$ cat config.mk
export PLATFORM = sky130hd
export DESIGN_NAME = i2cd_slave
export DESIGN_NICKNAME = d
export VERILOG_FILES = /design/src/i2cd_pkg.sv /design/src/i2cd_line_if.sv /design/src/i2cd_sync.sv /design/src/i2cd_slave.sv
export VERILOG_INCLUDE_DIRS = /design/src
export SDC_FILE = /design/constraint.sdc
export NUM_CORES = 1
export LEC_CHECK = 0
export BUFFER_PORTS_ARGS = -buffer_cell sky130_fd_sc_hd__buf_2
export CAP_MARGIN = 20
export CORE_ASPECT_RATIO = 0.7
export CORE_MARGIN = 5
export CORE_UTILIZATION = 30
export CTS_BUF_LIST = sky130_fd_sc_hd__clkbuf_4 sky130_fd_sc_hd__clkbuf_8
export CTS_CLUSTER_SIZE = 12
export DETAILED_ROUTE_END_ITERATION = 8
export GPL_ROUTABILITY_DRIVEN = 0
export PLACE_DENSITY_LB_ADDON = 0.12
export SYNTH_ARGS = -nofsm -noshare
export SYNTH_HDL_FRONTEND = slang
export SYNTH_SLANG_ARGS = --single-unit
$ cat constraint.sdc
create_clock -name ref_clk -period 3.4 [get_ports ref_clk]
set_input_delay 1.02 -clock ref_clk [delete_from_list [all_inputs] [get_ports ref_clk]]
set_output_delay 1.02 -clock ref_clk [all_outputs]
set_load 0.01 [all_outputs]
$ cat src/i2cd_regs.svh
`ifndef I2CD_REGS_SVH
`define I2CD_REGS_SVH

// Fixed upper part of the seven-bit slave address
`define I2CD_ADDR_PREFIX      5'h03
// Low address bits per strap level
`define I2CD_ID_STRAP_GND     2'h3
`define I2CD_ID_STRAP_VDD     2'h0
`define I2CD_ID_STRAP_OPEN    2'h2
// Strap sense codes on the addr_strap input
`define I2CD_STRAP_GND        2'h0
`define I2CD_STRAP_VDD        2'h1
// Field layout of the 16-bit input word
`define I2CD_WORD_TOP_BIT     15
`define I2CD_PD_HI_BIT        13
`define I2CD_PD_LO_BIT        12
`define I2CD_CODE_MSB         11
// Reset value of the input word, zero code and normal mode
`define I2CD_WORD_RESET       16'h0000
// Bits per byte and index of the last data byte of a write
`define I2CD_BYTE_BITS        4'h8
`define I2CD_LAST_BYTE        2'h1

`endif

$ cat src/i2cd_pkg.sv
package i2cd_pkg;

  // Protocol engine states
  typedef enum logic [3:0] {
    I2CD_IDLE, I2CD_ADDR, I2CD_ADDR_ACK, I2CD_WR, I2CD_WR_ACK,
    I2CD_RD, I2CD_RD_ACK, I2CD_IGNORE, I2CD_LOCKED
  } i2cd_state_e;

  // Line conditioner state
  typedef struct packed {
    logic [2:0] scl_ff;
    logic [2:0] sda_ff;
    logic       scl_f;
    logic       sda_f;
  } i2cd_sync_s;

  // Protocol engine state
  typedef struct packed {
    i2cd_state_e st;
    logic        scl_q;
    logic        sda_q;
    logic [3:0]  cnt;
    logic [1:0]  nbytes;
    logic        rw;
    logic [15:0] sh;
    logic [15:0] rb;
    logic [15:0] word;
    logic [11:0] code;
    logic        pd_hi;
    logic        pd_lo;
    logic        oe;
    logic        drv;
    logic [1:0]  id;
    logic        id_done;
  } i2cd_core_s;

endpackage

$ cat src/i2cd_line_if.sv
interface i2cd_line_if;
  logic scl;
  logic sda;
  modport src (output scl, output sda);
  modport dst (input scl, input sda);
endinterface

$ cat src/i2cd_sync.sv
module i2cd_sync
  import i2cd_pkg::*;
(
  // Clock and reset
  input  wire logic   ref_clk,
  input  wire logic   rst,
  // Raw bus lines
  input  wire logic   scl_i,
  input  wire logic   sda_i,
  // Conditioned lines
  i2cd_line_if.src    line
);
  import i2cd_pkg::*;

  i2cd_sync_s s_r;
  i2cd_sync_s s_nxt;

  // Three stages per line; level moves once the last two agree
  always_comb begin
    s_nxt        = s_r;
    s_nxt.scl_ff = {s_r.scl_ff[1:0], scl_i};
    s_nxt.sda_ff = {s_r.sda_ff[1:0], sda_i};
    if (s_r.scl_ff[1] == s_r.scl_ff[2]) begin
      s_nxt.scl_f = s_r.scl_ff[2];
    end
    if (s_r.sda_ff[1] == s_r.sda_ff[2]) begin
      s_nxt.sda_f = s_r.sda_ff[2];
    end
  end

  // Idle bus is high
  always_ff @(posedge ref_clk) begin
    if (rst) begin
      s_r <= '{scl_ff: 3'h7, sda_ff: 3'h7, scl_f: 1'b1, sda_f: 1'b1};
    end else begin
      s_r <= s_nxt;
    end
  end

  assign line.scl = s_r.scl_f;
  assign line.sda = s_r.sda_f;

endmodule // i2cd_sync

$ cat src/i2cd_slave.sv
`include "i2cd_regs.svh"

module i2cd_slave
  import i2cd_pkg::*;
(
  // Clock and reset
  input  wire logic        ref_clk,
  input  wire logic        rst,
  // Bus pins
  input  wire logic        scl_i,
  input  wire logic        sda_i,
  output logic             sda_o,
  output logic             sda_oe,
  // Address strap sense
  input  wire logic [1:0]  addr_strap,
  // DAC side
  output logic [15:0]      dac_input_word,
  output logic [11:0]      dac_code,
  output logic             powerdown_select_hi,
  output logic             powerdown_select_lo
);
  import i2cd_pkg::*;

  i2cd_line_if line ();
  i2cd_core_s  c_r;
  i2cd_core_s  c_nxt;
  logic        scl_rise;
  logic        scl_fall;
  logic        start_ev;
  logic        stop_ev;
  logic [6:0]  own_addr;

  // Strap level to low address bits
  function automatic logic [1:0] strap_id(input logic [1:0] lvl);
    unique case (lvl)
      `I2CD_STRAP_GND: strap_id = `I2CD_ID_STRAP_GND;
      `I2CD_STRAP_VDD: strap_id = `I2CD_ID_STRAP_VDD;
      default:         strap_id = `I2CD_ID_STRAP_OPEN;
    endcase
  endfunction

  // Line conditioner
  i2cd_sync u_sync (
    .ref_clk (ref_clk),
    .rst     (rst),
    .scl_i   (scl_i),
    .sda_i   (sda_i),
    .line    (line.src)
  );

  // Bus events from conditioned lines
  assign scl_rise = line.scl & ~c_r.scl_q;
  assign scl_fall = ~line.scl & c_r.scl_q;
  assign start_ev = line.scl & c_r.scl_q & c_r.sda_q & ~line.sda;
  assign stop_ev  = line.scl & c_r.scl_q & ~c_r.sda_q & line.sda;
  assign own_addr = {`I2CD_ADDR_PREFIX, c_r.id};

  // Protocol engine
  always_comb begin
    c_nxt       = c_r;
    c_nxt.scl_q = line.scl;
    c_nxt.sda_q = line.sda;
    c_nxt.drv   = 1'b0;
    if (!c_r.id_done) begin
      c_nxt.id      = strap_id(addr_strap);
      c_nxt.id_done = 1'b1;
    end
    if (c_r.st == I2CD_LOCKED) begin
      c_nxt.oe = 1'b0;
    end else if (start_ev) begin
      // Start or repeated start; any unfinished word is dropped
      c_nxt.st     = I2CD_ADDR;
      c_nxt.cnt    = 4'h0;
      c_nxt.nbytes = 2'h0;
      c_nxt.oe     = 1'b0;
    end else if (stop_ev) begin
      c_nxt.oe = 1'b0;
      // A stop after seven bits needs a clock high, which counts as the eighth rise
      if (c_r.st == I2CD_ADDR && c_r.cnt == `I2CD_BYTE_BITS) begin
        c_nxt.st = I2CD_LOCKED;
      end else begin
        c_nxt.st = I2CD_IDLE;
      end
    end else begin
      unique case (c_r.st)
        I2CD_IDLE, I2CD_IGNORE: begin
          c_nxt.oe = 1'b0;
        end
        I2CD_ADDR: begin
          if (scl_rise) begin
            c_nxt.sh  = {c_r.sh[14:0], line.sda};
            c_nxt.cnt = c_r.cnt + 4'h1;
          end else if (scl_fall && c_r.cnt == `I2CD_BYTE_BITS) begin
            c_nxt.rw = c_r.sh[0];
            if (c_r.sh[7:1] == own_addr) begin
              c_nxt.st = I2CD_ADDR_ACK;
              c_nxt.oe = 1'b1;
            end else begin
              c_nxt.st = I2CD_IGNORE;
            end
          end
        end
        I2CD_ADDR_ACK: begin
          if (scl_fall) begin
            c_nxt.cnt = 4'h0;
            if (c_r.rw) begin
              // Load readback and clear it for the next read
              c_nxt.st = I2CD_RD;
              c_nxt.sh = c_r.rb;
              c_nxt.rb = `I2CD_WORD_RESET;
              c_nxt.oe = ~c_r.rb[`I2CD_WORD_TOP_BIT];
            end else begin
              c_nxt.st = I2CD_WR;
              c_nxt.oe = 1'b0;
            end
          end
        end
        I2CD_WR: begin
          if (scl_rise) begin
            c_nxt.sh  = {c_r.sh[14:0], line.sda};
            c_nxt.cnt = c_r.cnt + 4'h1;
          end else if (scl_fall && c_r.cnt == `I2CD_BYTE_BITS) begin
            if (c_r.nbytes <= `I2CD_LAST_BYTE) begin
              c_nxt.st = I2CD_WR_ACK;
              c_nxt.oe = 1'b1;
            end else begin
              c_nxt.st = I2CD_IGNORE;
            end
          end
        end
        I2CD_WR_ACK: begin
          if (scl_fall) begin
            c_nxt.oe     = 1'b0;
            c_nxt.cnt    = 4'h0;
            c_nxt.nbytes = c_r.nbytes + 2'h1;
            c_nxt.st     = I2CD_WR;
            if (c_r.nbytes == `I2CD_LAST_BYTE) begin
              // Commit the whole word only now
              c_nxt.word  = c_r.sh;
              c_nxt.rb    = c_r.sh;
              c_nxt.code  = c_r.sh[`I2CD_CODE_MSB:0];
              c_nxt.pd_hi = c_r.sh[`I2CD_PD_HI_BIT];
              c_nxt.pd_lo = c_r.sh[`I2CD_PD_LO_BIT];
            end
          end
        end
        I2CD_RD: begin
          if (scl_fall) begin
            c_nxt.cnt = c_r.cnt + 4'h1;
            c_nxt.sh  = {c_r.sh[14:0], 1'b0};
            if (c_r.cnt == `I2CD_BYTE_BITS - 4'h1) begin
              c_nxt.st = I2CD_RD_ACK;
              c_nxt.oe = 1'b0;
            end else begin
              c_nxt.oe = ~c_r.sh[`I2CD_WORD_TOP_BIT - 1];
            end
          end
        end
        I2CD_RD_ACK: begin
          if (scl_rise) begin
            // Master not-acknowledge or second byte done ends the read
            if (line.sda || c_r.nbytes == `I2CD_LAST_BYTE) begin
              c_nxt.st = I2CD_IGNORE;
            end else begin
              c_nxt.nbytes = `I2CD_LAST_BYTE;
            end
          end else if (scl_fall) begin
            c_nxt.st  = I2CD_RD;
            c_nxt.cnt = 4'h0;
            c_nxt.oe  = ~c_r.sh[`I2CD_WORD_TOP_BIT];
          end
        end
        I2CD_LOCKED: begin
          c_nxt.oe = 1'b0;
        end
      endcase
    end
  end

  // State register; the strap is taken on the first cycle after release
  always_ff @(posedge ref_clk) begin
    if (rst) begin
      c_r <= '{st: I2CD_IDLE, scl_q: 1'b1, sda_q: 1'b1, cnt: 4'h0, nbytes: 2'h0,
               rw: 1'b0, sh: 16'h0000, rb: `I2CD_WORD_RESET,
               word: `I2CD_WORD_RESET, code: 12'h000, pd_hi: 1'b0, pd_lo: 1'b0,
               oe: 1'b0, drv: 1'b0, id: 2'h0, id_done: 1'b0};
    end else begin
      c_r <= c_nxt;
    end
  end

  // Outputs straight from the state register
  assign sda_o               = c_r.drv;
  assign sda_oe              = c_r.oe;
  assign dac_input_word      = c_r.word;
  assign dac_code            = c_r.code;
  assign powerdown_select_hi = c_r.pd_hi;
  assign powerdown_select_lo = c_r.pd_lo;
endmodule // i2cd_slave

=== Word-level counts from Yosys, hierarchy flattened ===
Index checks and enable logic that the tools add are counted.

* Register bits after elaboration: 88
* Input port bits: 6

* Add/subtract/negate cells: 2
* $lt $le $gt $ge: 1
* Equality and inequality tests: 46
* Mux-type cells: 55
* Bitwise logic cells: 18
* Reductions and logical operators: 21

{| class="wikitable"
|+ Operators by type and width
! cell !! number
|-
| 2-to-1 mux 4 bit || 18
|-
| 2-to-1 mux 69 bit || 1
|-
| 2-to-1 mux 32 bit || 2
|-
| one-hot mux 16 bit (3 select lines) || 1
|-
| 2-to-1 mux 47 bit || 1
|-
| 2-to-1 mux 46 bit || 1
|-
| 2-to-1 mux 16 bit || 2
|-
| one-hot mux 16 bit (2 select lines) || 1
|-
| 2-to-1 mux 30 bit || 1
|-
| != test 4 bit (second input constant) || 7
|-
| != test 2 bit (second input constant) || 12
|-
| one-hot mux 4 bit (6 select lines) || 1
|-
| equality test 4 x 3 -> 1 bit (second input constant) || 5
|-
| one-hot mux 4 bit (5 select lines) || 1
|-
| AND reduction 6 bit || 3
|-
| AND reduction 8 bit || 2
|-
| 2-to-1 mux 1 bit || 15
|-
| != test 3 bit (second input constant) || 5
|-
| 2-to-1 mux 6 bit || 2
|-
| AND reduction 12 bit || 1
|-
| inverter 1 bit || 11
|-
| AND reduction 11 bit || 1
|-
| != test 5 bit (second input constant) || 2
|-
| equality test 4 x 2 -> 1 bit (second input constant) || 2
|-
| other kinds (27) || 45
|}

=== Logic depth before layout (Yosys ltp) ===
Gate-level depths: netlist (run 1).

* Word-level depth: 8
* Depth in mapped cells: 9

=== Hierarchy ===
From an unflattened synthesis (run 1), not the netlist that was laid out.

* Cells, all modules: 427
* Area, all modules: 3,623.5 sq um

{| class="wikitable"
|+ By module, submodules not included
! module !! instances !! cells an instance !! area an instance (sq um)
|-
| i2cd_slave || 1 || 407 || 3,393.3
|-
| i2cd_sync || 1 || 20 || 230.2
|}

=== Worst setup path before layout (run 1) ===
No wires, ideal clock.

* Path type: input port to flip-flop
* Start point: input port rst
* End point: register c_r[1] (netlist name)
* Library setup time: 128 ps
* Data arrival time: 1,770 ps
* Data required time: 3,272 ps
* Setup slack: 1,502 ps
* Cell stages on the path: 4
* Buffers on the path: 3
* Cell sequence: clkbuf_1 clkbuf_1 clkbuf_1 nor2_1

{| class="wikitable"
|+ RTL lines
! what !! RTL line !! RTL
|-
| start, declared || i2cd_slave.sv:8 || <nowiki>input wire logic rst,</nowiki>
|-
| end signal, assigned || i2cd_slave.sv:183 || <nowiki>c_r <= '{st: I2CD_IDLE, scl_q: 1'b1, sda_q: 1'b1, cnt: 4'h0, nbytes: 2'h0,</nowiki>
|-
| end signal, assigned || i2cd_slave.sv:188 || <nowiki>c_r <= c_nxt;</nowiki>
|-
| end, declared || i2cd_slave.sv:25 || <nowiki>i2cd_core_s c_r;</nowiki>
|}

No word-level cell between the ends.

=== Final worst setup path (run 1) ===
* Start point: register u_sync.s_r (netlist bit u_sync.line.scl)
* End point: register c_r[71] (netlist name)

* Cells in the longest elaborated chain, start to end: 7
* Elaborated cells on any way between the ends: 20

{| class="wikitable"
|+ RTL lines
! what !! RTL line !! RTL
|-
| start, declared || i2cd_sync.sv:15 || <nowiki>i2cd_sync_s s_r;</nowiki>
|-
| start signal, assigned || i2cd_sync.sv:34 || <nowiki>s_r <= '{scl_ff: 3'h7, sda_ff: 3'h7, scl_f: 1'b1, sda_f: 1'b1};</nowiki>
|-
| start signal, assigned || i2cd_sync.sv:36 || <nowiki>s_r <= s_nxt;</nowiki>
|-
| inverter 1 bit || i2cd_slave.sv:53 || <nowiki>assign scl_fall = ~line.scl & c_r.scl_q;</nowiki>
|-
| bitwise AND 1 bit || i2cd_slave.sv:53 ||
|-
| 2-to-1 mux 4 bit (2 in a row) || - ||
|-
| one-hot mux 4 bit (5 select lines) || - ||
|-
| 2-to-1 mux 69 bit || - ||
|-
| 2-to-1 mux 6 bit || i2cd_slave.sv:70 || <nowiki>end else if (start_ev) begin</nowiki>
|}

Parallel ways exist; a longest one is shown, timed or not. The select of a mux whose other input is x is not followed.
A chain may end at the register's enable or synchronous reset.

==> impl_metrics.sql, run 1 <==
INSERT INTO impl_metrics (metric_group, metric, value, unit) VALUES
('clock_tree', 'cts_num_sinks', '73', ''),
('global_route', 'global_route.overflow_total', '0', ''),
('sta', 'tns', '0', 'ps'),
('synthesis', 'yosysWarningCount', '0', ''),
('global_route', 'first_global_vias', '2647', ''),
('sta', 'tightest_slew', '697', 'ps'),
('final_layout', 'fin_nets', '435', ''),
('floorplanning', 'top_level_ports', '38', ''),
('synthesis', 'synth.largest_area_cell', 'dfxtp_1', ''),
('synthesis', 'yosysSeqAreaShare', '40.1', '%'),
('synthesis', 'synth_xor_area_share', '0.721', '%'),
('final_layout', 'diodes_inserted', '0', ''),
('power_and_ir_drop', 'power.density_cell_area', '497', 'nW/um^2'),
('hold_path', 'worst_hold_path_type', 'reg2reg', ''),
('synthesis', 'muxShareOfSynthArea', '4.95', '%'),
('place', 'dp_hpwl', '5940', 'um'),
('sta', 'finalCritPeriodShare', '70.9', '%'),
('clock_tree', 'clk_root_buffer_cell', 'clkbuf_8', ''),
('setup_path', 'critPathMaxFanout', '12', ''),
('place', 'port_buffers', '36', ''),
('sta', 'setup_viol_count_final', '0', ''),
('synthesis', 'syn_nets', '438', ''),
('power_and_ir_drop', 'power_leakage', '0.00148', 'uW'),
('floorplanning', 'std_cell_rows', '33', ''),
('synthesis', 'yosysMostFrequentCell', 'dfxtp_1', ''),
('synthesis', 'synth_compound_area_share', '18.9', '%'),
('synthesis', 'postSynth.topFlopCell', 'dfxtp_1', ''),
('synthesis', 'largest_cells_by_area_after_synthesis', 'dfxtp_1 (40%), nand2_1 (7.2%), buf_4 (6.8%)', ''),
('clock_tree', 'ctsResizeCount', '0', ''),
('global_route', 'grt_pass1_wl', '13700', 'um'),
('final_layout', 'drive_gt1_share', '21.1', '%'),
('synthesis', 'synthAdderAreaFrac', '2.06', '%'),
('synthesis', 'post_synth_inst_count', '426', ''),
('global_route', 'grt_start_max_net_pins', '44', ''),
('sta', 'slew-limit-headroom', '53.4', '%'),
('power_and_ir_drop', 'vdd_drop_max', '0.150', 'mV'),
('flow_run', 'max_cap_viol_count', '0', ''),
('floorplanning', 'die_x', '142', 'um'),
('sta', 'fin_worst_skew', '8.30', 'ps'),
('drt', 'wl_per_cell', '14.4', 'um'),
('global_route', 'grt_antenna_before_repair', '0', ''),
('setup_path', 'critPathLaunchType', 'flip-flop', ''),
('synthesis', 'synth_top_area_share', '40.1', '%'),
('synthesis', 'number_of_flops_mapped_to_enable_cells_by_yosys', '0', ''),
('floorplanning', 'design.die.area', '14500', 'um^2'),
('synthesis', 'synth.top_cells.by_count', 'dfxtp_1 (73), nand2_1 (70), a21oi_1 (46)', ''),
('synthesis', 'mappedNetlistArea', '3640', 'um^2'),
('drt', 'detail_route.iter0.violations', '167', ''),
('setup_path', 'timing_worst_setup_path_type', 'reg2reg', ''),
('clock_tree', 'worst_skew_pair.late_latency', '350', 'ps'),
('setup_path', 'critPathCaptureType', 'flip-flop', ''),
('synthesis', 'number_of_storage_elements_in_the_synthesis_netlist', '73', ''),
('drt', 'firstDrtPassIters', '5', ''),
('final_layout', 'areaGrowthSynthToFinish', '6.32', '%'),
('final_layout', 'n_fill_cell', '1253', ''),
('clock_tree', 'tritoncts.num_buffers', '9', ''),
('synthesis', 'yosysUniqueCellTypes', '63', ''),
('synthesis', 'largest_family_of_logic_cells_by_synthesized_area', 'simple AND/OR/NAND/NOR gates', ''),
('sta', 'grt_setup_unrepaired', 'false', ''),
('power_and_ir_drop', 'post_layout_total_power', '1930', 'uW'),
('sta', 'clock.fmax', '415', 'MHz'),
('drt', 'vias', '2842', ''),
('status', 'run_status', 'complete, no violations', ''),
('sta', 'final_max_slew_viol_count', '0', ''),
('clock_tree', 'holdBufCountCts', '0', ''),
('floorplanning', 'floorplan.core_area', '11800', 'um^2'),
('synthesis', 'synth_async_sr_flop_share', '0', '%'),
('drt', 'route.detailed.drc', '0', ''),
('sta', 'finalWorstPathRequiredPeriod', '2410', 'ps'),
('clock_tree', 'tritoncts', 'yes', ''),
('synthesis', 'synth-simple-area-share', '22.3', '%');
path summary, 6_finish.rpt:
path	startpoint	to	slack (ps)	cells after the start
max	u_sync.line.scl$_SDFFE_PP1N_	c_r[71]$_SDFFE_PP0P_	990	8
min	u_sync.s_nxt[6]$_SDFF_PP1_	u_sync.s_nxt[7]$_SDFF_PP1_	410	1
max reg2reg	u_sync.line.scl$_SDFFE_PP1N_	c_r[71]$_SDFFE_PP0P_	990	8
min reg2reg	u_sync.s_nxt[6]$_SDFF_PP1_	u_sync.s_nxt[7]$_SDFF_PP1_	410	1
flip-flops by register name, summed over array words and instances (netlist names):
| register | cells |
|---|---|
| sda_oe | 1 |
| dac_input_word | 16 |
| u_sync.line.sda | 1 |
| u_sync.s_nxt | 4 |
| u_sync.s_r | 2 |
| u_sync.line.scl | 1 |
| c_r | 48 |
power breakdown:
group | internal (uW) | switching, uW | leakage [uW]
combinational | 149 | 193 | 0.000810
sequential | 880 | 75.9 | 0.000591
clock | 305 | 324 | 0.0000840
total | 1330 | 593 | 0.00148
metrics by stage:
step	setup slack (ps)	utilization, %	cells	hold WS [ps]	area [um^2]
after floorplan	1500	-	426	389	3640
after global placement	1050	31.3	569	394	3700
after detailed placement	1020	31.3	569	392	3700
after CTS	1000	32.8	583	411	3870
after global routing	779	32.8	583	422	3870
final	991	32.8	583	410	3870
cells in the final DEF (no fill, tap or decap), types with 3 or more instances in the layout:
| cell type | synthesis | routed |
|---|---|---|
| nor3_1 | 8 | 8 |
| nand2_1 | 70 | 70 |
| ha_1 | 6 | 6 |
| o21ai_0 | 8 | 8 |
| nor2_1 | 33 | 33 |
| nand3_1 | 10 | 10 |
| xor2_1 | 3 | 3 |
| nand2b_1 | 3 | 3 |
| dfxtp_1 | 73 | 73 |
| mux2i_1 | 18 | 18 |
| or2_2 | 7 | 7 |
| a211oi_2 | 15 | 15 |
| nand3b_1 | 5 | 5 |
| inv_1 | 9 | 9 |
| buf_2 | 10 | 36 |
| clkbuf_8 | 0 | 11 |
| a21oi_1 | 46 | 46 |
| buf_4 | 33 | 5 |
metal layers:
metal	vias up	GRT usage [%]	share of wire, %
li1	1431	-	-
met5	-	0	0
met4	0	3.47	1.1
met2	71	16.6	40
met1	1329	17.5	53
met3	11	3.93	5.9
kinds of logic after synthesis:
| kind of cell | count (synthesis) |
|---|---|
| buf+inv | 66 |
| fa+ha+maj | 6 |
| flops | 73 |
| xor+xnor | 3 |
| other cells | 1 |
| simple gates | 162 |
| mux | 18 |
| compound gates | 97 |
final cells by class:
class / instances / share of cell area (%)
clock inverters: 2 / 0.388
clock buffers: 12 / 4.10
well taps: 157 / 5.07
inverters: 11 / 1.07
repair buffers: 41 / 5.62
multi-input cells: 287 / 46.0
flip-flops and latches: 73 / 37.7
critical path, cell delays in order (launching register included):
cell and delay [ps]:
dfxtp_1 350, inv_1 90, ha_1 440, nor2b_2 260, nand3_1 210, a31oi_2 240, o21ai_2 120, or4b_1 480
a21oi_1 150
(Power assumes the default switching activity.)
==> inputs of run 2 (changes only) <==
==> constraint.sdc (replaced) <==
create_clock -name ref_clk -period 2 [get_ports ref_clk]
set_input_delay 0.6 -clock ref_clk [delete_from_list [all_inputs] [get_ports ref_clk]]
set_output_delay 0.6 -clock ref_clk [all_outputs]
set_load 0.01 [all_outputs]
==> run 2 against run 1 <==
Against the previous run: register-to-register slack worse by 880 ps; cell area up 8.3%; via count grew 2.8%; clock skew is 3.0 ps lower.
==> impl_metrics.sql, run 2 (synthesized netlist as in run 1, its figures left out) <==
INSERT INTO impl_metrics (metric_group, metric, value, unit) VALUES
('drt', 'post_drt_via_cell_ratio', '4.78', ''),
('final_layout', 'final_util', '35.5', '%'),
('setup_path', 'critPathLaunchType', 'flip-flop', ''),
('drt', 'wl_per_cell', '14.1', 'um'),
('power_and_ir_drop', 'power_leakage', '0.00165', 'uW'),
('power_and_ir_drop', 'power.density_cell_area', '841', 'nW/um^2'),
('final_layout', 'fin_nets', '461', ''),
('setup_path', 'crit_arrival', '2180', 'ps'),
('global_route', 'first_global_vias', '2701', ''),
('global_route', 'global_route.overflow_total', '0', ''),
('hold_path', 'worst_hold_path_type', 'reg2reg', ''),
('flow_run', 'max_cap_viol_count', '0', ''),
('drt', 'route.detailed.drc', '0', ''),
('clock_tree', 'tritoncts.num_buffers', '9', ''),
('setup_path', 'critPathMaxFanout', '11', ''),
('sta', 'fin_worst_skew', '5.34', 'ps'),
('setup_path', 'critPathCaptureType', 'flip-flop', ''),
('final_layout', 'leading_cell_type_in_the_layout_fill_and_taps_excluded', 'nand2_1', ''),
('drt', 'firstDrtPassIters', '4', ''),
('clock_tree', 'worst_skew_pair.late_latency', '360', 'ps'),
('clock_tree', 'number_of_h_tree_levels', '3', ''),
('final_layout', 'n_fill_cell', '1237', ''),
('setup_path', 'setup.worst_path.end', 'c_r[71]$_SDFFE_PP0P_', ''),
('clock_tree', 'cts_num_sinks', '73', ''),
('final_layout', 'most-common-layout-cells', 'nand2_1 (70), dfxtp_1 (68), a21oi_1 (44)', ''),
('floorplanning', 'design.die.area', '14500', 'um^2'),
('sta', 'clock.fmax', '529', 'MHz'),
('power_and_ir_drop', 'post_layout_total_power', '3530', 'uW'),
('setup_path', 'regToRegStartpoint', 'c_r[78]$_SDFFE_PP0P_', ''),
('final_layout', 'drive_gt1_share', '28.0', '%'),
('place', 'dp_hpwl', '6290', 'um'),
('global_route', 'grt_pass1_wl', '14000', 'um'),
('setup_path', 'critical_path.startpoint', 'c_r[78]$_SDFFE_PP0P_', ''),
('status', 'run_status', 'complete, no violations', ''),
('place', 'pre_cts_ws', '13.4', 'ps'),
('sta', 'finalCritPeriodShare', '94.5', '%'),
('setup_path', 'critPathRequiredTime', '2290', 'ps'),
('clock_tree', 'clk_root_buffer_cell', 'clkbuf_8', ''),
('global_route', 'grt_start_max_net_pins', '34', ''),
('clock_tree', 'tritoncts', 'yes', ''),
('sta', 'grt_setup_unrepaired', 'false', ''),
('floorplanning', 'die_x', '142', 'um'),
('place', 'port_buffers', '36', ''),
('final_layout', 'areaGrowthSynthToFinish', '15.2', '%'),
('sta', 'tns', '0', 'ps'),
('clock_tree', 'cts.clk_slew.worst_paths', '80', 'ps'),
('drt', 'postRouteWirelength', '8610', 'um'),
('global_route', 'grt_antenna_before_repair', '0', ''),
('setup_path', 'r2r-end', 'c_r[71]$_SDFFE_PP0P_', ''),
('setup_path', 'r2r_worst_path_depth', '7', ''),
('sta', 'timing.final.ws_setup', '110', 'ps'),
('final_layout', 'largest_register_ff_count', '48', ''),
('drt', 'detail_route.iter0.violations', '126', ''),
('final_layout', 'largest-register', 'c_r', ''),
('clock_tree', 'holdBufCountCts', '0', ''),
('sta', 'final_max_slew_viol_count', '0', ''),
('sta', 'setup_viol_count_final', '0', ''),
('sta', 'finalWorstPathRequiredPeriod', '1890', 'ps'),
('clock_tree', 'cts-root-to-sink-buffers', '2', ''),
('floorplanning', 'top_level_ports', '38', ''),
('drt', 'vias', '2921', ''),
('sta', 'count_of_final_hold_check_violations', '0', ''),
('power_and_ir_drop', 'vdd_drop_max', '0.387', 'mV'),
('floorplanning', 'std_cell_rows', '33', ''),
('setup_path', 'timing_worst_setup_path_type', 'reg2reg', ''),
('drt', 'antenna_violating_nets_post_route', '0', ''),
('floorplanning', 'floorplan.core_area', '11800', 'um^2'),
('floorplanning', 'starting_density_of_the_core', '30.9', '%'),
('global_route', 'grtUsageTotal', '12.2', '%'),
('setup_path', 'ff2ff_setup_slack', '110', 'ps'),
('floorplanning', 'vertical_die_dimension', '102', 'um'),
('final_layout', 'diodes_inserted', '0', '');
## run 2: cell count changes in the layout (fill, tap and decap cells not counted), moves of 2 or more
cell	delta
a21oi_1	-2
a21oi_2	+2
buf_12	+5
buf_4	+21
clkbuf_8	-2
clkinv_2	+3
dfxtp_1	-5
dfxtp_2	+5
## run 2: repair_timing
action / in CTS / in global routing
pin swaps: 0 / 1
setup buffers: 0 / 0
resized for setup: 1 / 11
hold endpoints to repair: 0 / 0
setup endpoints to repair: 1 / 24
## run 2: area by class of cell
cell class,instances,area (um^2),share of cell area (%)
Clock inverter,7,70.1,1.67
Multi-Input combinational cell,287,1820,43.4
Clock buffer,9,124,2.95
Timing Repair Buffer,67,475,11.3
Sequential cell,73,1470,35.0
Inverter,11,41.3,0.984
Tap cell,157,196,4.68
## run 2: through the flow
step	hold slack, ps	cell area (um^2)	cells
after detailed placement	394	3960	595
after global placement	395	3960	595
final	412	4200	611
after floorplan	389	3640	426
after global routing	408	4200	611
after CTS	396	4150	611
## run 2: worst max-delay path, stage by stage (launching register included)
cell,delay [ps]
dfxtp_1,380
buf_4,200
and4bb_1,260
a21oi_2,60
a31oi_2,200
o21ai_2,90
or4b_1,470
a21oi_1,160
## run 2: metal layers
metal  part of all wire, %  vias up  track usage (%)  wire length [um]
met5                     0        -                0                 0
met4                   1.1        0             3.10                97
met3                   5.3       14             4.12               455
met2                    40       68             17.0              3420
met1                    54     1350             17.9              4630
li1                      -     1489                -                 -
## run 2: worst min path at each step
| stage | slack [ps] | startpoint | cells past startpoint | endpoint |
|---|---|---|---|---|
| after global routing | 410 | scl_i | 2 | u_sync.s_nxt[6]$_SDFF_PP1_ |
| after global placement | 390 | u_sync.s_nxt[3]$_SDFF_PP1_ | 1 | u_sync.s_nxt[4]$_SDFF_PP1_ |
| after floorplan | 390 | u_sync.s_nxt[3]$_SDFF_PP1_ | 1 | u_sync.s_nxt[4]$_SDFF_PP1_ |
| final | 410 | u_sync.s_nxt[6]$_SDFF_PP1_ | 1 | u_sync.s_nxt[7]$_SDFF_PP1_ |
| after detailed placement | 390 | u_sync.s_nxt[6]$_SDFF_PP1_ | 1 | u_sync.s_nxt[7]$_SDFF_PP1_ |
| after CTS | 400 | sda_i | 2 | u_sync.s_nxt[3]$_SDFF_PP1_ |
## run 2: power by group
group          internal, uW  switching, uW
sequential             1500           84.2
clock                   576            586
combinational           360            425
total                  2440           1100
==> inputs of run 3 (changes only) <==
--- a/config.mk
+++ b/config.mk
@@ -9,7 +9,6 @@
 export BUFFER_PORTS_ARGS = -buffer_cell sky130_fd_sc_hd__buf_2
 export CAP_MARGIN = 20
 export CORE_ASPECT_RATIO = 0.7
-export CORE_MARGIN = 5
 export CORE_UTILIZATION = 30
 export CTS_BUF_LIST = sky130_fd_sc_hd__clkbuf_4 sky130_fd_sc_hd__clkbuf_8
 export CTS_CLUSTER_SIZE = 12
==> run 3 against run 2 <==
Against the previous run: clock skew is 2.5 ps higher; via count up 0.41%; die area fell by 13%; count of clock-buffer cells in the layout rose by 2; critical endpoint is now c_r[76]$_SDFFE_PP0P_.
==> impl_metrics.sql, run 3 (synthesized netlist as in run 1, its figures left out) <==
INSERT INTO impl_metrics (metric_group, metric, value, unit) VALUES
('setup_path', 'critPathMaxFanout', '4', ''),
('setup_path', 'regToRegStartpoint', 'c_r[69]$_SDFFE_PP0P_', ''),
('power_and_ir_drop', 'share_seq_of_total_power', '44.0', '%'),
('clock_tree', 'clk_root_buffer_cell', 'clkbuf_8', ''),
('floorplanning', 'starting_density_of_the_core', '31.0', '%'),
('sta', 'fin_worst_skew', '7.81', 'ps'),
('power_and_ir_drop', 'switchingPower', '1110', 'uW'),
('final_layout', 'areaGrowthSynthToFinish', '15.8', '%'),
('setup_path', 'worst_path_most_repeated_cell', 'nor2_1', ''),
('setup_path', 'cpPeakStageDelay', '350', 'ps'),
('global_route', 'grt_antenna_before_repair', '0', ''),
('hold_path', 'worst_hold_path_type', 'reg2reg', ''),
('setup_path', 'setup.worst_path.end', 'c_r[76]$_SDFFE_PP0P_', ''),
('clock_tree', 'tritoncts.num_buffers', '9', ''),
('sta', 'tns', '0', 'ps'),
('setup_path', 'critical_path.cell_chain', 'inv_1 > ha_1 > nor2b_1 > nor2_1 > o21a_1 > o32ai_1 > mux2i_1 > nor2_1', ''),
('global_route', 'grt_start_max_net_pins', '44', ''),
('clock_tree', 'cts.clk_slew.worst_paths', '70', 'ps'),
('sta', 'slew-limit-headroom', '61.2', '%'),
('final_layout', 'largest_register_ff_count', '48', ''),
('final_layout', 'largest-register', 'c_r', ''),
('sta', 'finalCritPeriodShare', '96.3', '%'),
('final_layout', 'final_util', '35.9', '%'),
('flow_run', 'max_cap_viol_count', '0', ''),
('sta', 'tightest_slew', '580', 'ps'),
('final_layout', 'regArea', '1470', 'um^2'),
('clock_tree', 'holdBufCountCts', '0', ''),
('floorplanning', 'design.die.area', '12600', 'um^2'),
('setup_path', 'r2r_worst_path_depth', '8', ''),
('place', 'port_buffers', '36', ''),
('sta', 'final_max_slew_viol_count', '0', ''),
('floorplanning', 'die_x', '134', 'um'),
('drt', 'postRouteWirelength', '8970', 'um'),
('sta', 'finalWorstPathRequiredPeriod', '1930', 'ps'),
('final_layout', 'n_fill_cell', '1198', ''),
('final_layout', 'drive_gt1_share', '27.6', '%'),
('final_layout', 'multi_input_comb_area', '1830', 'um^2'),
('drt', 'route.detailed.drc', '0', ''),
('clock_tree', 'tritoncts', 'yes', ''),
('setup_path', 'critPathCaptureType', 'flip-flop', ''),
('drt', 'antenna_violating_nets_post_route', '0', ''),
('power_and_ir_drop', 'power.density_cell_area', '852', 'nW/um^2'),
('power_and_ir_drop', 'power_leakage', '0.00165', 'uW'),
('setup_path', 'ff2ff_setup_slack', '70', 'ps'),
('floorplanning', 'vertical_die_dimension', '94.2', 'um'),
('status', 'run_status', 'complete, no violations', ''),
('sta', 'count_of_final_hold_check_violations', '0', ''),
('sta', 'finalHoldWorstSlack', '414', 'ps'),
('setup_path', 'critPathRequiredTime', '2280', 'ps'),
('clock_tree', 'number_of_h_tree_levels', '3', ''),
('setup_path', 'critical_path.startpoint', 'c_r[69]$_SDFFE_PP0P_', ''),
('global_route', 'global_route.overflow_total', '0', ''),
('drt', 'detail_route.iter0.violations', '219', ''),
('final_layout', 'diodes_inserted', '0', ''),
('setup_path', 'critPathLaunchType', 'flip-flop', ''),
('clock_tree', 'worst_skew_pair.late_latency', '350', 'ps'),
('floorplanning', 'top_level_ports', '38', ''),
('clock_tree', 'cts_num_sinks', '73', ''),
('setup_path', 'crit_arrival', '2210', 'ps'),
('setup_path', 'timing_worst_setup_path_type', 'reg2reg', ''),
('drt', 'wl_per_cell', '14.8', 'um'),
('power_and_ir_drop', 'power.switching_fraction', '31.0', '%'),
('drt', 'vias', '2933', ''),
('floorplanning', 'std_cell_rows', '33', ''),
('setup_path', 'critPathSlowestCell', 'dfxtp_1', ''),
('global_route', 'grt_pass1_wl', '14000', 'um'),
('global_route', 'first_global_vias', '2636', ''),
('global_route', 'grtUsageTotal', '14.6', '%'),
('sta', 'grt_setup_unrepaired', 'true', ''),
('power_and_ir_drop', 'power_share_of_the_combinational_group', '23.4', '%'),
('floorplanning', 'floorplan.core_area', '11800', 'um^2'),
('final_layout', 'most-common-layout-cells', 'nand2_1 (70), dfxtp_1 (70), a21oi_1 (46)', ''),
('setup_path', 'r2r-end', 'c_r[76]$_SDFFE_PP0P_', ''),
('power_and_ir_drop', 'power_report.internal_total', '2480', 'uW'),
('drt', 'post_drt_via_cell_ratio', '4.83', ''),
('sta', 'setup_viol_count_final', '0', ''),
('power_and_ir_drop', 'vdd_drop_max', '0.393', 'mV'),
('place', 'dp_hpwl', '6080', 'um'),
('sta', 'clock.fmax', '519', 'MHz'),
('clock_tree', 'cts-root-to-sink-buffers', '2', ''),
('drt', 'firstDrtPassIters', '4', ''),
('power_and_ir_drop', 'power.clock.fraction', '32.6', '%'),
('final_layout', 'fin_nets', '457', '');
-- run 3: cell count changes in the layout (fill, tap and decap cells not counted), sizes merged --
cell,previous run,this run
buf,67,61
clkbuf,9,13
clkinv,4,3
inv,12,11
-- run 3: per-layer routing --
metal	part of all wire [%]	GRT usage [%]	wire length [um]	up-vias
li1	-	-	-	1477
met1	55	21.8	4900	1360
met2	39	18.9	3500	84
met3	5.0	4.64	451	12
met4	1.3	4.73	121	0
met5	0	0	0	-
-- run 3: repair_timing --
| action | 4_1_cts | 5_1_grt |
|---|---|---|
| setup endpoints to repair | 0 | 24 |
| buffers inserted | 0 | 1 |
| resized for setup | 0 | 12 |
-- run 3: cell type report --
class / count / area share, %
Multi-Input combinational cell: 287 / 43.3
Sequential cell: 73 / 34.8
Timing Repair Buffer: 63 / 11.7
Tap cell: 157 / 4.65
Clock buffer: 11 / 3.29
Clock inverter: 5 / 1.33
Inverter: 11 / 0.978
-- run 3: worst min-delay path by stage --
stage,to,cells past startpoint,startpoint
floorplan,u_sync.s_nxt[4]$_SDFF_PP1_,1,u_sync.s_nxt[3]$_SDFF_PP1_
global placement,u_sync.s_nxt[7]$_SDFF_PP1_,1,u_sync.s_nxt[6]$_SDFF_PP1_
detailed placement,u_sync.s_nxt[7]$_SDFF_PP1_,1,u_sync.s_nxt[6]$_SDFF_PP1_
CTS,u_sync.s_nxt[6]$_SDFF_PP1_,2,scl_i
global route,u_sync.s_nxt[6]$_SDFF_PP1_,2,scl_i
finish,u_sync.s_nxt[7]$_SDFF_PP1_,1,u_sync.s_nxt[6]$_SDFF_PP1_
-- run 3: critical path, delay by kind of cell, from the launching register on --
kind            cells  cell delay, ps
compound gates      2             540
buf+inv             1              60
fa+ha+maj           1             240
simple gates        3             530
mux                 1             130
flops               1             350
-- run 3: stage by stage --
stage	area, um^2	setup WS, ps	power (uW)	std cells
after CTS	4110	38.8	3590	604
after floorplan	3640	131	2140	426
after global placement	3920	94.3	2430	588
final	4220	74.6	3590	607
after detailed placement	3920	59.6	2400	588
after global routing	4220	-16.3	3780	607
-- run 3: power by group through the flow --
stage / registers [uW] / logic, uW / clock network (uW)
3_3_place_gp: 1620 / 812 / 0
2_1_floorplan: 1560 / 587 / 0
6_report: 1580 / 840 / 1170
5_1_grt: 1590 / 913 / 1280
3_5_place_dp: 1610 / 793 / 0
4_1_cts: 1580 / 796 / 1220
